`config.mk`:
```
export PLATFORM = sky130hd
export DESIGN_NAME = three_port_parallel_io
export DESIGN_NICKNAME = d
export VERILOG_FILES = /design/src/parallel_io_pkg.sv /design/src/parallel_lane.sv /design/src/three_port_parallel_io.sv
export SDC_FILE = /design/constraint.sdc
export NUM_CORES = 1
export LEC_CHECK = 0
export BUFFER_PORTS_ARGS = -buffer_cell sky130_fd_sc_hd__buf_2
export CAP_MARGIN = 5
export CORE_UTILIZATION = 47
export DETAILED_ROUTE_END_ITERATION = 10
export PLACE_DENSITY_LB_ADDON = 0.15
export SLEW_MARGIN = 20
export SYNTH_ARGS = -nofsm -noshare
export SYNTH_HDL_FRONTEND = slang
export SYNTH_SLANG_ARGS = --single-unit
```
`constraint.sdc`:
```
create_clock -name i_ref_clk -period 1.6 [get_ports i_ref_clk]
set_input_delay 0 -clock i_ref_clk [delete_from_list [all_inputs] [get_ports i_ref_clk]]
set_output_delay 0 -clock i_ref_clk [all_outputs]
set_load 0.1 [all_outputs]
```
`src/parallel_io_pkg.sv`:
```
// Shared constants, address map and decode helpers for the parallel I/O controller
package parallel_io_pkg;

  localparam int ADDR_W = 16;
  localparam int PORT_W = 8;
  localparam int HALF_W = 4;

  // Register byte addresses on the I/O bus
  localparam logic [ADDR_W-1:0] OFS_FIRST  = 16'h00C8;
  localparam logic [ADDR_W-1:0] OFS_SECOND = 16'h00CA;
  localparam logic [ADDR_W-1:0] OFS_THIRD  = 16'h00CC;
  localparam logic [ADDR_W-1:0] OFS_CTRL   = 16'h00CE;

  // Control word after reset: every port basic-mode input
  localparam logic [PORT_W-1:0] CTRL_RESET   = 8'h9B;
  // Basic mode, first/second ports in, third port out
  localparam logic [PORT_W-1:0] CTRL_AB_IN_C_OUT = 8'h92;
  localparam logic [PORT_W-1:0] BYTE_ZERO    = 8'h00;

  // Control word fields
  localparam int CW_MODE_SET  = 7;
  localparam int CW_A_MODE_HI = 6;
  localparam int CW_A_MODE_LO = 5;
  localparam int CW_A_IN      = 4;
  localparam int CW_CU_IN     = 3;
  localparam int CW_B_MODE    = 2;
  localparam int CW_B_IN      = 1;
  localparam int CW_CL_IN     = 0;
  localparam int BSR_SEL_HI   = 3;
  localparam int BSR_SEL_LO   = 1;
  localparam int BSR_VAL      = 0;

  // Third-port lines borrowed by the strobed modes
  localparam int PC_B_SPARE   = 0;
  localparam int PC_B_FLAG    = 1;
  localparam int PC_B_STB_ACK = 2;
  localparam int PC_A_SPARE   = 3;
  localparam int PC_A_STB     = 4;
  localparam int PC_A_IBF     = 5;
  localparam int PC_A_ACK     = 6;
  localparam int PC_A_OBF     = 7;

  typedef enum logic [4:0] {
    SEL_NONE   = 5'h01,
    SEL_FIRST  = 5'h02,
    SEL_SECOND = 5'h04,
    SEL_THIRD  = 5'h08,
    SEL_CTRL   = 5'h10
  } sel_e;

  // Address decode shared by the read and write paths
  function automatic sel_e decode_sel(input logic [ADDR_W-1:0] addr);
    case (addr)
      OFS_FIRST:  decode_sel = SEL_FIRST;
      OFS_SECOND: decode_sel = SEL_SECOND;
      OFS_THIRD:  decode_sel = SEL_THIRD;
      OFS_CTRL:   decode_sel = SEL_CTRL;
      default:    decode_sel = SEL_NONE;
    endcase
  endfunction

endpackage

```
`src/parallel_lane.sv`:
```
// One 8-bit data port: output latch, strobed input latch and handshake flags
`timescale 1ns/1ps
module parallel_lane #(
  parameter int W = parallel_io_pkg::PORT_W
) (
  input  wire logic         i_ref_clk,
  input  wire logic         i_rst_n,
  input  wire logic         i_clear,
  input  wire logic         i_hs_in,
  input  wire logic         i_hs_out,
  input  wire logic         i_stb_n,
  input  wire logic         i_ack_n,
  input  wire logic         i_host_rd,
  input  wire logic         i_host_wr,
  input  wire logic [W-1:0] i_wdata,
  input  wire logic [W-1:0] i_pins,
  output logic      [W-1:0] o_in_latch,
  output logic      [W-1:0] o_out_latch,
  output logic              o_ibf,
  output logic              o_obf_n
);
  import parallel_io_pkg::*;

  logic         stb_prev_q;
  logic         stb_fall;
  logic [W-1:0] in_q;
  logic [W-1:0] out_q;
  logic         ibf_q;
  logic         obf_n_q;

  // Strobe falling edge, only while strobed input is enabled
  assign stb_fall = stb_prev_q & ~i_stb_n & i_hs_in;

  always_ff @(posedge i_ref_clk or negedge i_rst_n) begin
    if (!i_rst_n) begin
      stb_prev_q <= 1'b1;
    end else begin
      stb_prev_q <= i_stb_n;
    end
  end

  // Input latch captures the pins on the strobe edge
  always_ff @(posedge i_ref_clk or negedge i_rst_n) begin
    if (!i_rst_n) begin
      in_q <= '0;
    end else if (stb_fall) begin
      in_q <= i_pins; // [RL3]
    end
  end

  // Input buffer full: strobe sets, host read clears, set wins
  always_ff @(posedge i_ref_clk or negedge i_rst_n) begin
    if (!i_rst_n) begin
      ibf_q <= 1'b0;
    end else if (i_clear) begin
      ibf_q <= 1'b0;
    end else if (stb_fall) begin
      ibf_q <= 1'b1; // [RL2] [RL3]
    end else if (i_host_rd) begin
      ibf_q <= 1'b0;
    end
  end

  // Output latch, cleared by any mode definition
  always_ff @(posedge i_ref_clk or negedge i_rst_n) begin
    if (!i_rst_n) begin
      out_q <= '0;
    end else if (i_clear) begin
      out_q <= '0;
    end else if (i_host_wr) begin
      out_q <= i_wdata; // [RL11]
    end
  end

  // Output buffer full (low active): host write asserts, acknowledge releases
  always_ff @(posedge i_ref_clk or negedge i_rst_n) begin
    if (!i_rst_n) begin
      obf_n_q <= 1'b1;
    end else if (i_clear) begin
      obf_n_q <= 1'b1;
    end else if (i_host_wr && i_hs_out) begin
      obf_n_q <= 1'b0; // [RL2] [RL3]
    end else if (i_hs_out && !i_ack_n) begin
      obf_n_q <= 1'b1;
    end
  end

  assign o_in_latch  = in_q;
  assign o_out_latch = out_q;
  assign o_ibf       = ibf_q;
  assign o_obf_n     = obf_n_q;
endmodule

```
`src/three_port_parallel_io.sv`:
```
// Three-port programmable parallel I/O controller on the host I/O bus
// Contract
// RL1: Twenty-four lines in three 8-bit ports
// RL2: First port: basic, strobed, bidirectional modes
// RL3: Second port: basic or strobed, no bidirectional
// RL4: Third port: input, output, or split halves
// RL5: Bits 3-6 configure first port, upper half
// RL6: Bits 0-2 configure second port, lower half
// RL7: Bit 7 flags a mode definition
// RL8: Ports at C8, CA, CC, control CE
// RL9: Value 92 hex: ports in, third out
// RL10: Host configures before using any line
// RL11: Port reads return input, writes load output
// RL12: Single write sets/clears one third-port bit
// RL13: Bit set/clear also works on handshake lines; the code shows the bit only on spare lines 0 and 3, flag lines show the flags
// RL14: Flag high defines mode, low sets bit
// RL15: Bits 3-1 pick bit, bit 0 value
`timescale 1ns/1ps
module three_port_parallel_io (
  input  wire logic                             i_ref_clk,
  input  wire logic                             i_rst_n,
  input  wire logic [parallel_io_pkg::ADDR_W-1:0] i_io_addr,
  input  wire logic                             i_io_rd,
  input  wire logic                             i_io_wr,
  input  wire logic [parallel_io_pkg::PORT_W-1:0] i_io_wdata,
  output logic      [parallel_io_pkg::PORT_W-1:0] o_io_rdata,
  input  wire logic [parallel_io_pkg::PORT_W-1:0] i_pa,
  output logic      [parallel_io_pkg::PORT_W-1:0] o_pa,
  output logic      [parallel_io_pkg::PORT_W-1:0] o_pa_oe,
  input  wire logic [parallel_io_pkg::PORT_W-1:0] i_pb,
  output logic      [parallel_io_pkg::PORT_W-1:0] o_pb,
  output logic      [parallel_io_pkg::PORT_W-1:0] o_pb_oe,
  input  wire logic [parallel_io_pkg::PORT_W-1:0] i_pc,
  output logic      [parallel_io_pkg::PORT_W-1:0] o_pc,
  output logic      [parallel_io_pkg::PORT_W-1:0] o_pc_oe
);
  import parallel_io_pkg::*;

  logic [PORT_W-1:0] ctrl_q;
  logic [PORT_W-1:0] c_latch_q;
  logic [PORT_W-1:0] rdata_q;
  sel_e              wr_sel;
  sel_e              rd_sel;
  logic              mode_set_wr;
  logic              bsr_wr;
  logic [2:0]        bsr_sel;
  logic [PORT_W-1:0] bsr_mask;
  logic              a_mode2;
  logic              a_strobed;
  logic              a_in;
  logic              a_hs_in;
  logic              a_hs_out;
  logic              b_strobed;
  logic              b_in;
  logic [PORT_W-1:0] a_in_latch;
  logic [PORT_W-1:0] a_out;
  logic              a_ibf;
  logic              a_obf_n;
  logic [PORT_W-1:0] b_in_latch;
  logic [PORT_W-1:0] b_out;
  logic              b_ibf;
  logic              b_obf_n;
  logic [PORT_W-1:0] pc_out;
  logic [PORT_W-1:0] pc_oe;
  logic [PORT_W-1:0] rd_mux;

  ////////////////////////////////////////////////////////////////////////////
  // Bus decode and control word commands
  assign wr_sel      = i_io_wr ? decode_sel(i_io_addr) : SEL_NONE; // [RL8]
  assign rd_sel      = i_io_rd ? decode_sel(i_io_addr) : SEL_NONE; // [RL8]
  assign mode_set_wr = (wr_sel == SEL_CTRL) && i_io_wdata[CW_MODE_SET]; // [RL7] [RL14]
  assign bsr_wr      = (wr_sel == SEL_CTRL) && !i_io_wdata[CW_MODE_SET]; // [RL14]
  assign bsr_sel     = i_io_wdata[BSR_SEL_HI:BSR_SEL_LO]; // [RL15]
  assign bsr_mask    = 8'h01 << bsr_sel;

  // Mode fields of the stored control word
  assign a_mode2   = ctrl_q[CW_A_MODE_HI]; // [RL5]
  assign a_strobed = ctrl_q[CW_A_MODE_HI] | ctrl_q[CW_A_MODE_LO]; // [RL5]
  assign a_in      = ctrl_q[CW_A_IN]; // [RL5]
  assign a_hs_in   = a_mode2 | (a_strobed & a_in); // [RL2]
  assign a_hs_out  = a_mode2 | (a_strobed & ~a_in); // [RL2]
  assign b_strobed = ctrl_q[CW_B_MODE]; // [RL6]
  assign b_in      = ctrl_q[CW_B_IN]; // [RL6]

  // Control word; reset leaves every line undriven until configured
  always_ff @(posedge i_ref_clk or negedge i_rst_n) begin
    if (!i_rst_n) begin
      ctrl_q <= CTRL_RESET; // [RL10]
    end else if (mode_set_wr) begin
      ctrl_q <= i_io_wdata; // [RL7] [RL9]
    end
  end

  // Third-port latch: byte writes, single-bit commands, cleared by mode set
  always_ff @(posedge i_ref_clk or negedge i_rst_n) begin
    if (!i_rst_n) begin
      c_latch_q <= '0;
    end else if (mode_set_wr) begin
      c_latch_q <= '0;
    end else if (bsr_wr) begin
      c_latch_q <= i_io_wdata[BSR_VAL] ? (c_latch_q | bsr_mask)
                                       : (c_latch_q & ~bsr_mask); // [RL12] [RL13] [RL15]
    end else if (wr_sel == SEL_THIRD) begin
      c_latch_q <= i_io_wdata; // [RL11]
    end
  end

  ////////////////////////////////////////////////////////////////////////////
  // First and second data ports
  parallel_lane #(.W(PORT_W)) u_first (
    .i_ref_clk   (i_ref_clk),
    .i_rst_n     (i_rst_n),
    .i_clear     (mode_set_wr),
    .i_hs_in     (a_hs_in),
    .i_hs_out    (a_hs_out),
    .i_stb_n     (i_pc[PC_A_STB]),
    .i_ack_n     (i_pc[PC_A_ACK]),
    .i_host_rd   (rd_sel == SEL_FIRST),
    .i_host_wr   (wr_sel == SEL_FIRST),
    .i_wdata     (i_io_wdata),
    .i_pins      (i_pa),
    .o_in_latch  (a_in_latch),
    .o_out_latch (a_out),
    .o_ibf       (a_ibf),
    .o_obf_n     (a_obf_n)
  );

  parallel_lane #(.W(PORT_W)) u_second (
    .i_ref_clk   (i_ref_clk),
    .i_rst_n     (i_rst_n),
    .i_clear     (mode_set_wr),
    .i_hs_in     (b_strobed & b_in),
    .i_hs_out    (b_strobed & ~b_in),
    .i_stb_n     (i_pc[PC_B_STB_ACK]),
    .i_ack_n     (i_pc[PC_B_STB_ACK]),
    .i_host_rd   (rd_sel == SEL_SECOND),
    .i_host_wr   (wr_sel == SEL_SECOND),
    .i_wdata     (i_io_wdata),
    .i_pins      (i_pb),
    .o_in_latch  (b_in_latch),
    .o_out_latch (b_out),
    .o_ibf       (b_ibf),
    .o_obf_n     (b_obf_n)
  );

  // Pin drive: bidirectional first port drives only while acknowledged
  assign o_pa    = a_out;
  assign o_pa_oe = {PORT_W{a_mode2 ? ~i_pc[PC_A_ACK] : ~a_in}}; // [RL1] [RL2]
  assign o_pb    = b_out;
  assign o_pb_oe = {PORT_W{~b_in}}; // [RL1] [RL3]

  // Third port: halves by direction, handshake lines taken by strobed modes
  always_comb begin
    pc_oe  = {{HALF_W{~ctrl_q[CW_CU_IN]}}, {HALF_W{~ctrl_q[CW_CL_IN]}}}; // [RL4]
    pc_out = c_latch_q;
    if (a_strobed) begin
      pc_oe[PC_A_SPARE] = 1'b1;
    end
    if (a_hs_in) begin
      pc_oe[PC_A_STB]  = 1'b0;
      pc_oe[PC_A_IBF]  = 1'b1;
      pc_out[PC_A_IBF] = a_ibf;
    end
    if (a_hs_out) begin
      pc_oe[PC_A_ACK]  = 1'b0;
      pc_oe[PC_A_OBF]  = 1'b1;
      pc_out[PC_A_OBF] = a_obf_n;
    end
    if (b_strobed) begin
      pc_oe[PC_B_SPARE]   = 1'b1;
      pc_oe[PC_B_STB_ACK] = 1'b0;
      pc_oe[PC_B_FLAG]    = 1'b1;
      pc_out[PC_B_FLAG]   = b_in ? b_ibf : b_obf_n;
    end
  end

  assign o_pc    = pc_out;
  assign o_pc_oe = pc_oe;

  ////////////////////////////////////////////////////////////////////////////
  // Read multiplexer; control and unmapped addresses read zero
  always_comb begin
    case (rd_sel)
      SEL_FIRST:  rd_mux = a_hs_in ? a_in_latch : (a_in ? i_pa : a_out); // [RL11]
      SEL_SECOND: rd_mux = (b_strobed & b_in) ? b_in_latch : (b_in ? i_pb : b_out); // [RL11]
      SEL_THIRD:  rd_mux = (pc_oe & pc_out) | (~pc_oe & i_pc); // [RL11]
      default:    rd_mux = BYTE_ZERO;
    endcase
  end

  always_ff @(posedge i_ref_clk or negedge i_rst_n) begin
    if (!i_rst_n) begin
      rdata_q <= BYTE_ZERO;
    end else if (i_io_rd) begin
      rdata_q <= rd_mux;
    end
  end

  assign o_io_rdata = rdata_q;
endmodule
```
==> results of run 1 <==
synthesized netlist by cell type, drive strengths merged:
| cell type | n | area share |
|---|---|---|
| a2111o | 1 | 0.0032 |
| a211o | 1 | 0.0025 |
| a211oi | 7 | 0.015 |
| a21o | 1 | 0.0021 |
| a21oi | 24 | 0.034 |
| a22o | 10 | 0.025 |
| a22oi | 6 | 0.013 |
| a31oi | 2 | 0.0036 |
| and3 | 2 | 0.0036 |
| and4 | 1 | 0.0025 |
| buf | 29 | 0.057 |
| clkbuf | 10 | 0.011 |
| clkinv | 2 | 0.0021 |
| dfrtp | 53 | 0.38 |
| dfstp | 8 | 0.060 |
| inv | 11 | 0.012 |
| mux2 | 31 | 0.099 |
| mux2i | 22 | 0.063 |
| nand2 | 62 | 0.066 |
| nand2b | 3 | 0.0053 |
| nand3 | 7 | 0.014 |
| nand4 | 4 | 0.0071 |
| nand4b | 1 | 0.0025 |
| nor2 | 19 | 0.021 |
| nor2b | 6 | 0.011 |
| nor3 | 4 | 0.0057 |
| nor3b | 2 | 0.0057 |
| nor4 | 3 | 0.016 |
| nor4b | 1 | 0.0068 |
| o21a | 1 | 0.0021 |
| o21ai | 3 | 0.0043 |
| o22ai | 11 | 0.020 |
| o2bb2ai | 4 | 0.010 |
| or2 | 1 | 0.0018 |
| or3 | 8 | 0.014 |
| or4 | 1 | 0.0021 |
registers in the layout (all words and copies together) (netlist names), 7 cells and up:
signal                cells
o_io_rdata                8
u_first.o_out_latch       8
u_first.o_in_latch        8
u_second.o_in_latch       8
ctrl_q                    7
c_latch_q                 8
u_second.o_out_latch      8
cell type report:
cell class              instances  area, um^2  area share
multi-input cells             249        1840       0.339
repair buffers                192        1630       0.300
flip-flops and latches         61        1540       0.285
inverters                      13        61.3      0.0113
well taps                      99         124      0.0229
clock buffers                  12         155      0.0286
clock inverters                 4        70.1      0.0129
where the power goes:
group | leakage, nW | internal, mW | total, mW | switching [mW]
registers | 0.815 | 1.56 | 1.58 | 0.0150
clock network | 0.116 | 0.958 | 1.60 | 0.639
logic | 1.78 | 0.213 | 0.479 | 0.267
total | 2.71 | 2.73 | 3.65 | 0.920
cell families after synthesis:
kind of cell	Yosys count
mux	53
flops	61
simple gates	125
compound gates	71
buf+inv	52
timing repair:
item	in CTS	in global routing
pin swaps	4	11
endpoints found under the setup margin	21	38
resized for setup	15	32
hold buffers	27	0
setup buffers	4	5
hold endpoints to repair	75	0
critical path: stages, from the launching register on:
cell	delay (ps)
dfrtp_2	470
nor2b_4	170
nor2_4	170
mux2_4	340
buf_12	170
worst paths after layout:
kind,start,endpoint,slack [ps],cells past startpoint
worst max-delay path,ctrl_q[5],o_pc[7],-70,4
worst min-delay path,i_pc[3],o_io_rdata[3],40,4
worst max register to register,ctrl_q[5],o_io_rdata[6],-70,6
worst min register to register,u_second.o_out_latch[1],u_second.o_out_latch[1],500,2
max in group asynchronous,i_rst_n,u_second.o_out_latch[2],800,3
min in group asynchronous,i_rst_n,ctrl_q[5],160,2
layer usage:
metal | vias up | track usage | routed length (um)
li1 | 1590 | - | -
met1 | 1685 | 0.371 | 4610
met2 | 136 | 0.480 | 5410
met3 | 20 | 0.0578 | 626
met4 | 0 | 0.138 | 299
met5 | - | 0 | 0
==> run metrics, run 1 <==
DP Worst Slack -133 ps; vias in the first global route around 3,300; final non-filler cell total 630; die height ~88 um; Util after Layout 0.747; Pwr Total ~3.7 mW; Synth Area in XOR/XNOR 0; TritonCTS clock tree built; Adder-Cell Fraction of Synth Area 0; worst hold slack between 30 and 40 ps; post-DP HPWL between 7000 and 8000 um; Clock Pin Slew Worst Setup and Hold Paths around 80 ps; Worst slew margin 0.653; class of the worst hold path input port to flop; Worst-Skew Late Latency approximately 360 ps; synthesis-to-layout area growth 54.3%; CTS root buf clkbuf_8; sequential share of the synthesized area 0.437; synth unique cells 43; proportion of layout cells with a drive suffix above 1 0.478; H-tree lvl count 3; post-synthesis cell count between 300 and 400; Post-DRT Antenna Nets 0; Die ar. 7820 um^2; post-route worst setup slack -71.6 ps; RSZ-0062 raised after global routing true; width of the chip roughly 90 um; largest net degree at the start of global routing 26; Post-Syn Area around 3500 um^2; most common cell after layout, fill and taps aside buf_2; Crit Path Max Fanout 5; Via density ~5.4; via count ~3,400; total congestion overflow 0; setup TNS -454 ps; Min Clock Period, post-route 1670 ps; post-synthesis compound-gate area fraction 0.134; IO Count between 100 and 150; Post-DP Area around 4700 um^2; drt wl/cell 17.4 um; Net Count, Synth 414; post-synthesis mux area share 0.162; Crit path required time approximately 1600 ps; DRT iter0 DRCs roughly 240; # placed instances approximately 580; Initial Util 0.484; Fmax achieved ~0.6 GHz; Sink Count 61; data arrival time of the worst path approximately 1700 ps; Filler cells around 540; Core Area 7250 um^2; fin area approximately 5400 um^2; power density cells a little under 700 nW/um^2; status complete, but fails checks; commonest cells after routing, fill and taps aside buf_2, nand2_1, buf_4; largest family of logic cells by synthesized area simple AND/OR/NAND/NOR gates; # diodes 0; maxcap violations 0; Final Slew Violations 0; Avg Cell Area, Syn roughly 9.7 um^2; synthesized flop and latch total 61; final wirelength between 10,000 and 15,000 um; Final setup viols 14; # DRC 0; period utilisation layout 1.04; leakage power roughly 2.7 nW; clock buffer count from CTS 9; worst vdd ir 0.739 mV; Buffers on Ports 107; CP Launch Type flop; violated checks setup timing; Max Buffers Root-to-Sink 2; synth warn 0; initial antenna violation count 1; DRT Pass-1 Iters 4; first-pass GRT wire length ~17,000 um; CP endpoint kind output pin; final hold violation count 0; GRT Total Usage 0.292; GP Congestion approximately 0.9; Final #Nets 578; Worst Skew 10.4 ps; # rows 31; Synth Area in Simple Gates 0.185; critical path class flop to output pin; Worst-Margin Slew between 500 and 600 ps
Power figures use the tool's default switching activity.
==> inputs of run 2 (changes only) <==
--- a/config.mk
+++ b/config.mk
@@ -7,7 +7,7 @@
 export LEC_CHECK = 0
 export BUFFER_PORTS_ARGS = -buffer_cell sky130_fd_sc_hd__buf_2
 export CAP_MARGIN = 5
-export CORE_UTILIZATION = 47
+export CORE_UTILIZATION = 26
 export DETAILED_ROUTE_END_ITERATION = 10
 export PLACE_DENSITY_LB_ADDON = 0.15
 export SLEW_MARGIN = 20
==> run 2 against run 1 <==
The run still ends with setup timing left. Die area grew 79%. Critical path depth grew 1. Register-to-register slack gained 30 ps. Largest power group unchanged. Final area grew 3.3%. Non-clock buffer count is the same. Combinational power shrank 2%. Critical endpoint is now o_io_rdata[6]. Clock power grew 27%. First-iteration DRC count shrank 45%. Total power grew 12%.
==> run metrics, run 2 (synthesis results as in run 1) <==
synthesis-to-layout area growth 59.5%; GRT Total Usage 0.179 (-0.113); CP Launch Type flop; # DRC 0 (unchanged); Clock Pin Slew Worst Setup and Hold Paths 50 ps (-30 ps); proportion of layout cells with a drive suffix above 1 0.493 (+0.0151); flop2flop setup slack -40 ps (+30 ps); Sink Count 61 (unchanged); leakage power 2.73 nW (+0.65%); status complete, but fails checks; maxcap violations 0 (unchanged); first-pass GRT wire length 18,900 um (+14%); Buffers on Ports 107 (unchanged); hold depth 3 (-1); worst vdd ir 0.612 mV (-17%); Min Clock Period, post-route 1640 ps (-28.4 ps); Worst-Margin Slew 497 ps (-23.2 ps); Die ar. 14,000 um^2 (+79%); # diodes 0 (unchanged); initial antenna violation count 0 (-1); RSZ-0062 raised after global routing true; CTS root buf clkbuf_16; # rows 42 (+35%); post-DP HPWL 9530 um (+22%); final wirelength 12,300 um (+12%); Worst-Skew Late Latency 330 ps (-30 ps); R2R cell count 5 (-1); Crit Path Max Fanout 6 (+1); Initial Util 0.266 (-0.218); total congestion overflow 0 (unchanged); Hold EP ctrl_q[1]; commonest cells after routing, fill and taps aside buf_2, nand2_1, buf_4; period utilisation layout 1.03 (-0.0178); DRT Pass-1 Iters 4 (unchanged); critical path, cell by cell nor2b_4 > nor3_4 > mux2i_1 > o22ai_1 > or3_1; IO Count 108 (unchanged); largest net degree at the start of global routing 51 (+96%); via count 3,329 (-3.0%); Worst Skew 7.63 ps (-2.76 ps); width of the chip 118 um (+34%); Core Area 13,200 um^2 (+82%); Worst Path Buf+Inv 0 (-1); setup TNS -179 ps (+275 ps); delay of the slowest critical-path stage 600 ps (+130 ps); Via density 4.71 (-14%); clock buffer count from CTS 9 (unchanged); violated checks setup timing; drt wl/cell 17.4 um (+0.23%); vias in the first global route 3,302 (-0.42%); die height 118 um (+34%); Post-DRT Antenna Nets 0 (unchanged); reg2reg end o_io_rdata[6]; Max Buffers Root-to-Sink 2 (unchanged); H-tree lvl count 3 (unchanged); final hold violation count 0 (unchanged); critical path class flop to flop; fin area 5600 um^2 (+3.3%); slowest cell on the critical path dfstp_2; Final Slew Violations 0 (unchanged); TritonCTS clock tree built; data arrival time of the worst path 1840 ps (+170 ps); DRT iter0 DRCs 129 (-45%); Post-DP Area 4860 um^2 (+2.6%); Final setup viols 10 (-4); post-route worst setup slack -43.2 ps (+28.4 ps); hold wc startpoint i_io_wdata[1]; Final #Nets 578 (unchanged); Fmax achieved 0.609 GHz (+1.7%); class of the worst hold path input port to flop; crit-path leading delay family flip-flops; Worst slew margin 0.671 (+0.0178); Filler cells 1,318 (+140%); worst r2r src ctrl_q[4]; GP Congestion 0.823 (-6.8%); most common cell after layout, fill and taps aside buf_2; CP endpoint kind flop; power density cells 729 nW/um^2 (+8.1%); Crit path required time 1800 ps (+200 ps)
[run 2: cell types whose count changed in the layout (fill, tap and decap cells not counted), sizes merged]
cell         delta
bufinv          -1
clkinvlp        +1
dlygate4sd3     -2
clkinv          -1
buf             +2
clkbuf          +1
[run 2: layout make-up]
class	instances	area, um^2	share of cell area
Inverter	13	61.3	0.0109
Multi-Input combinational cell	249	1870	0.334
Clock inverter	3	42.5	0.00760
Tap cell	176	220	0.0393
Sequential cell	61	1540	0.275
Timing Repair Buffer	192	1590	0.285
Clock buffer	13	270	0.0483
[run 2: worst register-to-register path, stage by stage (launching register included)]
cell and delay (ps):
dfstp_2 600, nor2b_4 80, nor3_4 140, mux2i_1 270, o22ai_1 110, or3_1 320
[run 2: how the worst max path moves through the flow]
stage | startpoint | endpoint | slack (ps) | depth (start not counted)
global route | ctrl_q[4] | u_first.o_in_latch[2] | -90 | 5
finish | ctrl_q[4] | o_io_rdata[6] | -40 | 5
detailed placement | i_io_addr[13] | o_io_rdata[0] | -170 | 8
CTS | ctrl_q[4] | o_pc[7] | -70 | 4
floorplan | ctrl_q[4] | o_io_rdata[6] | -620 | 5
global placement | i_io_addr[13] | o_io_rdata[0] | -120 | 8
[run 2: stage by stage]
step	hold WS (ps)	std cells	utilization	power (mW)	worst slack, ps
final	13.9	707	0.425	4.08	-43.2
after global routing	24.8	707	0.425	4.21	-90.0
after CTS	7.61	706	0.418	4.11	-66.5
after detailed placement	-69.3	660	0.369	1.99	-172
after global placement	-73.5	660	0.369	1.99	-121
after floorplan	-296	362	-	1.81	-621
[run 2: repair_timing]
| action | CTS | global route |
|---|---|---|
| hold buffers | 25 | 0 |
| buffers inserted | 5 | 1 |
| setup endpoints to repair | 19 | 19 |
| pin swaps | 6 | 5 |
| resized for setup | 14 | 20 |
| endpoints found under the hold margin | 85 | 0 |
[run 2: where the power goes]
part	total, mW	internal (mW)	switching (mW)	leakage, nW
logic	0.470	0.196	0.274	1.77
clock network	2.03	1.33	0.700	0.152
registers	1.58	1.56	0.0156	0.815
total	4.08	3.09	0.990	2.73
[run 2: routing by layer]
layer | up-vias | GRT usage | part of all wire
met3 | 11 | 0.0251 | 0.042
met4 | 0 | 0.0537 | 0.012
met5 | - | 0 | 0
met2 | 102 | 0.293 | 0.49
met1 | 1617 | 0.244 | 0.46
li1 | 1599 | - | -
